--- src/rtl/opgen_pkg.sv ---
package opgen_pkg;
   // ****************************************
   // Address map
   // ****************************************
   localparam logic [15:0] ROM_BASE = 16'h0000;
   localparam logic [15:0] ROM_LAST = 16'h7fff;
   localparam logic [15:0] IO_BASE = 16'hff00;
   localparam logic [15:0] IO_LAST = 16'hff7f;
   localparam logic [15:0] RAM_BASE = 16'hfb80;
   localparam logic [15:0] RAM_LAST = 16'hfeff;
   localparam logic [15:0] RAM2_BASE = 16'hff80;
   localparam logic [15:0] RAM2_LAST = 16'hffff;
   localparam logic [7:0] INDIRECT_PAGE = 8'h00;
   localparam logic [7:0] UNDEF_BYTE = 8'hff;
   localparam logic [15:0] RESET_WORD = 16'h0000;
   localparam logic [7:0] RESET_BYTE = 8'h00;

   // ****************************************
   // Operand modes
   // ****************************************
   typedef enum logic [2:0] {
      MODE_NONE = 3'b000,
      MODE_SHORT_IMMEDIATE = 3'b001,
      MODE_LONG_IMMEDIATE = 3'b010,
      MODE_IMPLICIT = 3'b011,
      MODE_BIT_NUMBER = 3'b100,
      MODE_PC_RELATIVE = 3'b101,
      MODE_MEMORY_INDIRECT = 3'b110
   } operand_mode_type;

   typedef enum logic [1:0] {
      ST_IDLE = 2'b00,
      ST_PTR_READ = 2'b01,
      ST_DONE = 2'b10
   } gen_state_type;
endpackage : opgen_pkg

--- src/rtl/area_decode.sv ---
module area_decode
   import opgen_pkg::*;
(
   input wire logic [15:0] addr,
   output logic is_rom,
   output logic is_ram,
   output logic is_io,
   output logic is_empty
);
   // ****************************************
   // Area decode over the single 64 kbyte map
   // ****************************************
   function automatic logic in_range(input logic [15:0] a, input logic [15:0] lo,
                                     input logic [15:0] hi);
      in_range = (a >= lo) && (a <= hi);
   endfunction : in_range

   assign is_rom = in_range(addr, ROM_BASE, ROM_LAST);
   assign is_io = in_range(addr, IO_BASE, IO_LAST);
   assign is_ram = in_range(addr, RAM_BASE, RAM_LAST) || in_range(addr, RAM2_BASE, RAM2_LAST);
   assign is_empty = !(is_rom || is_ram || is_io);
endmodule : area_decode

--- src/rtl/operand_addr_gen.sv ---
// Functional notes
// - 8-bit immediate from byte two, 16-bit immediate from bytes three and four.
// - Long immediate accepted only for word_move; others limited to eight bits.
// - address_add_small and address_subtract_small take implicit value 1 or 2.
// - Bit instructions take 3-bit bit number from byte two or four.
// - Branch displacement in byte two sign-extended and added to pc.
// - Relative targets span -128 to +127 bytes from pc; displacement expected even.
// - Indirect jumps read word at 8-bit address in byte two as target.
// - Indirect pointer upper byte forced to zero, range 0000 to 00ff.
// - Odd branch target or word_move operand address has LSB cleared.
// - Peripheral registers use 8-bit path; ROM and RAM are full width.
// - Word write to peripherals writes only upper byte, lower dropped.
// - Word read from peripherals gives byte in upper half, lower undefined.
// - Writes to empty areas store nothing; reads return undefined data.
// - One 64-kbyte space holds program and data.
module operand_addr_gen
   import opgen_pkg::*;
(
   input wire logic clk_sys,
   input wire logic reset,
   // Instruction side
   input wire logic op_start,
   input wire operand_mode_type op_mode,
   input wire logic [7:0] op_byte2,
   input wire logic [7:0] op_byte3,
   input wire logic [7:0] op_byte4,
   input wire logic op_word_move,
   input wire logic op_sel_two,
   input wire logic op_bit_in_byte4,
   input wire logic [15:0] pc,
   output logic op_busy,
   output logic op_done,
   output logic op_illegal,
   output logic [15:0] imm_value,
   output logic [2:0] bit_number,
   output logic [15:0] branch_target,
   // Data access from the core
   input wire logic acc_req,
   input wire logic acc_write,
   input wire logic acc_word,
   input wire logic [15:0] acc_addr,
   input wire logic [15:0] acc_wdata,
   output logic acc_ack,
   output logic [15:0] acc_rdata,
   // Memory and peripheral bus
   output logic mem_req,
   output logic mem_write,
   output logic [15:0] mem_addr,
   output logic mem_word,
   output logic [15:0] mem_wdata,
   input wire logic mem_ack,
   input wire logic [15:0] mem_rdata
);
   // ****************************************
   // Operand decode
   // ****************************************
   gen_state_type state_reg, state_next;
   logic [15:0] ptr_addr;
   logic [15:0] rel_target;
   logic [15:0] imm_sel;
   logic illegal_sel;
   logic [2:0] bit_sel;
   logic [15:0] imm_reg;
   logic [15:0] target_reg;
   logic [2:0] bit_reg;
   logic done_reg;
   logic illegal_reg;
   logic [15:0] acc_rdata_reg;
   logic acc_ack_reg;
   logic core_is_io;
   logic core_is_empty;
   logic core_is_rom;
   logic core_is_ram;
   logic [15:0] core_addr_even;
   logic io_word_write;

   function automatic logic [15:0] even_addr(input logic [15:0] a);
      even_addr = {a[15:1], 1'b0};
   endfunction : even_addr

   // Odd displacement tolerated; its LSB is cleared with the target
   function automatic logic [15:0] sext8(input logic [7:0] d);
      sext8 = {{8{d[7]}}, d};
   endfunction : sext8

   // Sign extension gives -128..+127 from pc; pc already points past the instruction
   assign rel_target = even_addr(pc + sext8(op_byte2));
   assign ptr_addr = {INDIRECT_PAGE, op_byte2};
   assign bit_sel = op_bit_in_byte4 ? op_byte4[2:0] : op_byte2[2:0];
   assign illegal_sel = (op_mode == MODE_LONG_IMMEDIATE) && !op_word_move;

   always_comb begin
      imm_sel = RESET_WORD;
      case (op_mode)
         MODE_SHORT_IMMEDIATE: imm_sel = {8'h00, op_byte2};
         MODE_LONG_IMMEDIATE: imm_sel = op_word_move ? {op_byte3, op_byte4} : RESET_WORD;
         MODE_IMPLICIT: imm_sel = op_sel_two ? 16'h0002 : 16'h0001;
         MODE_BIT_NUMBER: imm_sel = {13'h0000, bit_sel};
         default: imm_sel = RESET_WORD;
      endcase
   end

   // ****************************************
   // Sequencer
   // ****************************************
   always_comb begin
      state_next = state_reg;
      case (state_reg)
         ST_IDLE: begin
            if (op_start && op_mode == MODE_MEMORY_INDIRECT) begin
               state_next = ST_PTR_READ;
            end else if (op_start) begin
               state_next = ST_DONE;
            end
         end
         ST_PTR_READ: begin
            if (mem_ack) begin
               state_next = ST_DONE;
            end
         end
         ST_DONE: state_next = ST_IDLE;
         default: state_next = ST_IDLE;
      endcase
   end

   always_ff @(posedge clk_sys or posedge reset) begin
      if (reset) begin
         state_reg <= ST_IDLE;
      end else begin
         state_reg <= state_next;
      end
   end

   // Results latched at start; indirect target latched when pointer word returns
   always_ff @(posedge clk_sys or posedge reset) begin
      if (reset) begin
         imm_reg <= RESET_WORD;
         bit_reg <= 3'h0;
         target_reg <= RESET_WORD;
         illegal_reg <= 1'b0;
      end else if (state_reg == ST_IDLE && op_start) begin
         imm_reg <= imm_sel;
         bit_reg <= bit_sel;
         target_reg <= (op_mode == MODE_PC_RELATIVE) ? rel_target : target_reg;
         illegal_reg <= illegal_sel;
      end else if (state_reg == ST_PTR_READ && mem_ack) begin
         target_reg <= even_addr(mem_rdata);
      end
   end

   always_ff @(posedge clk_sys or posedge reset) begin
      if (reset) begin
         done_reg <= 1'b0;
      end else begin
         done_reg <= (state_next == ST_DONE);
      end
   end

   // ****************************************
   // Operand outputs
   // ****************************************

   assign op_busy = (state_reg != ST_IDLE);
   assign op_done = done_reg;
   assign op_illegal = illegal_reg;
   assign imm_value = imm_reg;
   assign bit_number = bit_reg;
   assign branch_target = target_reg;

   // ****************************************
   // Data access path
   // ****************************************
   assign core_addr_even = acc_word ? even_addr(acc_addr) : acc_addr;

   area_decode u_area (
      .addr(core_addr_even),
      .is_rom(core_is_rom),
      .is_ram(core_is_ram),
      .is_io(core_is_io),
      .is_empty(core_is_empty)
   );

   // Pointer fetch owns the bus; core access waits while it runs
   logic ptr_phase;
   logic core_go;
   assign ptr_phase = (state_reg == ST_PTR_READ);
   assign core_go = acc_req && !ptr_phase && !core_is_empty;
   assign io_word_write = acc_word && core_is_io;

   assign mem_req = ptr_phase || core_go;
   assign mem_write = !ptr_phase && acc_write;
   assign mem_addr = ptr_phase ? ptr_addr : core_addr_even;
   // Peripheral access is always narrowed to a byte
   assign mem_word = ptr_phase || (acc_word && !core_is_io);
   // Word write to peripheral: upper byte goes out, lower byte lost
   assign mem_wdata = io_word_write ? {8'h00, acc_wdata[15:8]} : acc_wdata;

   // ****************************************
   // Core acknowledge and read data
   // ****************************************
   // Empty area answered locally; write dropped, read undefined
   always_ff @(posedge clk_sys or posedge reset) begin
      if (reset) begin
         acc_ack_reg <= 1'b0;
         acc_rdata_reg <= RESET_WORD;
      end else begin
         acc_ack_reg <= acc_req && !ptr_phase && !acc_ack_reg && (core_is_empty || mem_ack);
         if (acc_req && !ptr_phase && core_is_empty && !acc_write) begin
            acc_rdata_reg <= {UNDEF_BYTE, UNDEF_BYTE};
         end else if (acc_req && !ptr_phase && mem_ack && !acc_write) begin
            if (io_word_write || (acc_word && core_is_io)) begin
               acc_rdata_reg <= {mem_rdata[7:0], UNDEF_BYTE};
            end else begin
               acc_rdata_reg <= mem_rdata;
            end
         end
      end
   end

   assign acc_ack = acc_ack_reg;
   assign acc_rdata = acc_rdata_reg;
endmodule : operand_addr_gen

--- config.mk ---
export PLATFORM = sky130hd
export DESIGN_NAME = operand_addr_gen
export DESIGN_NICKNAME = d
export VERILOG_FILES = /design/src/rtl/opgen_pkg.sv /design/src/rtl/area_decode.sv /design/src/rtl/operand_addr_gen.sv
export SDC_FILE = /design/constraint.sdc
export NUM_CORES = 1
export LEC_CHECK = 0
export BUFFER_PORTS_ARGS = -buffer_cell sky130_fd_sc_hd__buf_2
export CAP_MARGIN = 25
export CORE_ASPECT_RATIO = 0.6
export CORE_UTILIZATION = 40
export DETAILED_ROUTE_END_ITERATION = 12
export PLACE_DENSITY = 0.7
export SYNTH_ARGS = -nofsm -noshare
export SYNTH_HDL_FRONTEND = slang
export SYNTH_HIERARCHICAL = 1
export SYNTH_SLANG_ARGS = --single-unit
export TNS_END_PERCENT = 1
--- constraint.sdc ---
create_clock -name clk_sys -period 1.95 [get_ports clk_sys]
set_input_delay 0.0975 -clock clk_sys [delete_from_list [all_inputs] [get_ports clk_sys]]
set_output_delay 0.0975 -clock clk_sys [all_outputs]
set_load 0.05 [all_outputs]
After elaboration in Yosys (flattened, before gate mapping)
Cells that the tools add are included.
- $add $sub $neg: 1
- $lt $le $gt $ge: 8
- equal/unequal tests: 9
- multiplexer cells: 17
- reductions and logical operators: 36
- operators by type and width (operator ; number):
    16-bit two-way mux ; 9
    16-bit one-hot mux with 4 select lines ; 1
    16-bit greater-or-equal comparator (second input constant) ; 3
    16-bit less-or-equal comparator (second input constant) ; 3
    1-bit logical AND ; 19
    16-bit adder ; 1
    16-bit by 1-bit greater-or-equal comparator with 1-bit output (second input constant) ; 1
    16-bit by 15-bit less-or-equal comparator with 1-bit output (second input constant) ; 1
    3-bit == test (second input constant) ; 3
    2-bit two-way mux ; 4
    3-bit by 2-bit == test with 1-bit output (second input constant) ; 2
    1-bit logical NOT ; 6
    1-bit logical OR ; 6
    2-bit nonzero test ; 3
    2-bit one-hot mux with 2 select lines ; 1
    3-bit by 1-bit == test with 1-bit output (second input constant) ; 1
    3-bit two-way mux ; 1
    2-bit by 1-bit == test with 1-bit output (second input constant) ; 1
    2-bit == test (second input constant) ; 1
    2-bit logical NOT ; 1
    2-bit by 1-bit inequality test with 1-bit output (second input constant) ; 1
    2-bit AND reduction ; 1
    1-bit two-way mux ; 1
- register bits: 56
- input bits: 101
- output and inout bits: 90
- logic and storage cells: 79

Logic depth before layout (Yosys ltp)
- word-level depth: 10
- depth in mapped cells: 8
- mapped depth without buffers: 8

Cells and area by module
Netlist, hierarchy kept.
- modules (own cells, without submodules) (module ; instances ; cells each ; area an instance (um^2)):
    operand_addr_gen ; 1 ; 411 ; 3473.3
    area_decode ; 1 ; 9 ; 65.1

Least setup slack after synthesis
Ideal clock, no wire load.
- path kind: input-to-reg
- from: in pc[0]
- to: reg target_reg[12], in the netlist branch_target[12]
- setup time: 0.084 ns
- arrival time: 1.753 ns
- data required time: 1.866 ns
- setup slack: 0.113 ns
- stages on the path: 7
- buffers on the path: 0
- cell sequence: and2_1 fa_1 a21o_1 a221oi_2 o21ai_2 a211o_1 a41oi_2
- longest elaborated chain between the ends: 3
- ends and longest elaborated chain (what ; RTL line ; source):
    start: declaration ; operand_addr_gen.sv:30 ; input wire logic [15:0] pc,
    16-bit adder ; operand_addr_gen.sv:87 ; assign rel_target = even_addr(pc + sext8(op_byte2));
    16-bit two-way mux ; operand_addr_gen.sv:144 ; target_reg <= (op_mode == MODE_PC_RELATIVE) ? rel_target : target_reg;
    16-bit two-way mux ; operand_addr_gen.sv:141 ; end else if (state_reg == ST_IDLE && op_start) begin
    end signal: assignment ; operand_addr_gen.sv:144 ;
    end signal: assignment ; operand_addr_gen.sv:147 ; target_reg <= even_addr(mem_rdata);
    end: declaration ; operand_addr_gen.sv:64 ; logic [15:0] target_reg;
Every way passes these cells. The select of a mux whose other input is x is not followed.
A chain may end at the register's enable or synchronous reset.

Final worst setup path
- from: reg state_reg[1]
- to: out mem_addr[11]
- longest elaborated chain between the ends: 2
- ends and longest elaborated chain (what ; RTL line ; source):
    start: declaration ; operand_addr_gen.sv:57 ; gen_state_type state_reg, state_next;
    start signal: assignment ; operand_addr_gen.sv:130 ; state_reg <= state_next;
    2-bit by 1-bit == test with 1-bit output ; operand_addr_gen.sv:186 ; assign ptr_phase = (state_reg == ST_PTR_READ);
    16-bit two-way mux ; operand_addr_gen.sv:192 ; assign mem_addr = ptr_phase ? ptr_addr : core_addr_even;
    end: declaration ; operand_addr_gen.sv:48 ; output logic [15:0] mem_addr,
Every way passes these cells.

==> impl_metrics.py <==
metrics = {
    "global_route": {
        "use_met2": 0.386,
        "grt_start_max_net_pins": 33,
        "antenna_found_initial": 0,
        "grt-ovfl-total": 0,
        "grt-busiest-layer": "met1",
        "grt_pass1_wl_mm": 18.1,
        "grt_pass1_vias": 3463,
        "use_met3": 0.0376,
        "grtUsageMet1": 0.402,
        "grt_usage": 0.259,
    },
    "power_and_ir_drop": {
        "p_sw_uw": 2070,
        "p_seq_frac": 0.318,
        "clockPowerShare": 0.225,
        "p_per_area_nw_per_um2": 939,
        "vdd_drop_max_uv": 438,
        "swShare": 0.448,
        "combPwrFrac": 0.457,
        "intPower_uw": 2550,
        "p_leak_uw": 0.00252,
    },
    "yosys": {
        "avgSynthCellArea_sq_um": 8.42,
        "syn-num-nets": 533,
        "syn_inst": 417,
        "yosys_warnings": 6,
        "syn-cell-area_sq_um": 3510,
    },
    "critical_path": {
        "crit_slowest_cell": "dfrtp_1",
        "critPathBufInv": 2,
        "crit_chain": "nand2b_1, buf_4, and2_1, buf_2",
        "arrival_ns": 1.72,
        "cp-start-kind": "flop",
        "max_stage_delay_ns": 0.41,
        "critPathTopFamily": "buffers and inverters",
        "crit_type": "flop to output port",
        "cp.required_ns": 1.85,
        "crit_path_end_kind": "output port",
        "crit_fanout": 16,
    },
    "die": {
        "rows": 26,
        "die_h_um": 74.6,
        "die_width_um": 123,
        "ioPinCount": 191,
        "die-area_sq_um": 9170,
        "start_util": 0.412,
        "core_area_sq_um": 8520,
    },
    "detailed_routing": {
        "post_drt_wl_per_cell_um": 15.9,
        "viasPerCell": 5.25,
        "drt-pass1-iter-count": 5,
        "wl_mm": 11.6,
        "drc": 0,
        "routed-via-count": 3856,
        "drt_iter0_markers": 243,
        "ant_nets": 0,
    },
    "timing": {
        "clock_skew_ns": 0.0105,
        "hold_viol_final": 0,
        "fin_ws_ns": 0.130,
        "fmax_mhz": 550,
        "tightest_slew_ns": 0.671,
        "drv_slew": 0,
        "fin_crit_ns": 1.82,
        "fin_crit_sh": 0.933,
        "maxSlewHeadroom": 0.552,
        "rsz0062_at_grt": "no",
        "setup_viol": 0,
    },
    "place": {
        "port_buffers": 189,
        "dp_hpwl_mm": 9.42,
        "dp_cells": 725,
        "gp_congestion": 0.916,
        "placedInstanceArea_sq_um": 4730,
        "pre_cts_slack_ns": -0.135,
    },
    "layout": {
        "area_growth_pct": 39.9,
        "final_nets": 737,
        "mostFrequentLayoutCells": "189 x buf_2, 93 x nand2_1, 55 x dfrtp_1, 39 x nor2_1",
        "insertedDiodeCount": 0,
        "fillCellCount": 819,
        "drive_gt1_frac": 0.379,
        "finish.utilization": 0.576,
        "final_common_cell": "buf_2",
        "final_cells": 734,
        "final_area_sq_um": 4910,
    },
    "clock_tree": {
        "worstSkewPairLatency_ns": 0.29,
        "cts_tree": "done",
        "cts_setup_buffers": 0,
        "clockBufferDepth": 2,
        "h-tree-depth": 2,
        "cts_buffers": 5,
        "cts_root_buf": "clkbuf_16",
        "cts.reportedPaths.clkPinSlew_ns": 0.08,
        "clkSinkCount": 55,
    },
    "min_path": {
        "hp-class": "input pin to flop",
    },
    "flow_run": {
        "max_cap_viol_count": 0,
    },
    "status": {
        "outcome": "complete, no violations",
    },
}
[cell type report]
class	instances	area (sq um)	share of cell area
Inverter	8	30.0	0.00611
Sequential cell	55	1380	0.280
Tap cell	112	140	0.0285
Multi-Input combinational cell	333	2010	0.410
Clock inverter	3	46.3	0.00943
Clock buffer	5	125	0.0255
Timing Repair Buffer	218	1180	0.240
[repair_timing]
item                                   4_1_cts  5_1_grt
setup endpoints to repair                    0        0
hold buffers                                 1        0
endpoints found under the hold margin       23        0
gates resized for setup                      0        0
[power by group through the flow]
| stage | Clock [uW] | Sequential (uW) | Combinational (uW) |
|---|---|---|---|
| 2_1_floorplan | 0 | 2210 | 762 |
| 3_3_place_gp | 0 | 1480 | 2080 |
| 3_5_place_dp | 0 | 1490 | 2100 |
| 4_1_cts | 1050 | 1470 | 2110 |
| 5_1_grt | 1110 | 1490 | 2250 |
| 6_report | 1040 | 1470 | 2110 |
[worst paths after layout]
kind / cells past startpoint / startpoint / slack (ns) / endpoint
min in group asynchronous: 3 / reset / 0.40 / bit_number[2]$_DFFE_PP0P_
max in group asynchronous: 4 / reset / 0.96 / branch_target[8]$_DFFE_PP0P_
max: 4 / state_reg[1]$_DFF_PP0_ / 0.13 / mem_addr[11]
min reg2reg: 1 / acc_ack$_DFF_PP0_ / 0.43 / acc_ack$_DFF_PP0_
min: 2 / op_byte3[2] / 0.02 / imm_value[10]$_DFFE_PP0P_
max reg2reg: 5 / state_reg[0]$_DFF_PP0_ / 0.24 / imm_value[3]$_DFFE_PP0P_
[stage by stage]
step / hold WS (ns) / total power, uW / TNS, ns
final: 0.0161 / 4610 / 0
after global routing: 0.0196 / 4850 / 0
after CTS: 0.0156 / 4630 / 0
after detailed placement: 0.187 / 3590 / -0.209
after global placement: 0.167 / 3560 / -0.0489
after floorplan: 0.197 / 2970 / 0
[worst register-to-register path, stage by stage, from the launching register on]
cell and delay, ns:
dfrtp_1 0.42, nor2_1 0.15, nand2_1 0.27, buf_4 0.30, nor2_1 0.32, a22o_1 0.19
[routing by layer]
metal / share of wire / up-vias
met5: 0 / -
met4: 0.0016 / 0
met3: 0.064 / 2
met2: 0.41 / 171
met1: 0.52 / 1798
li1: - / 1885
Power figures use the tool's default switching activity.
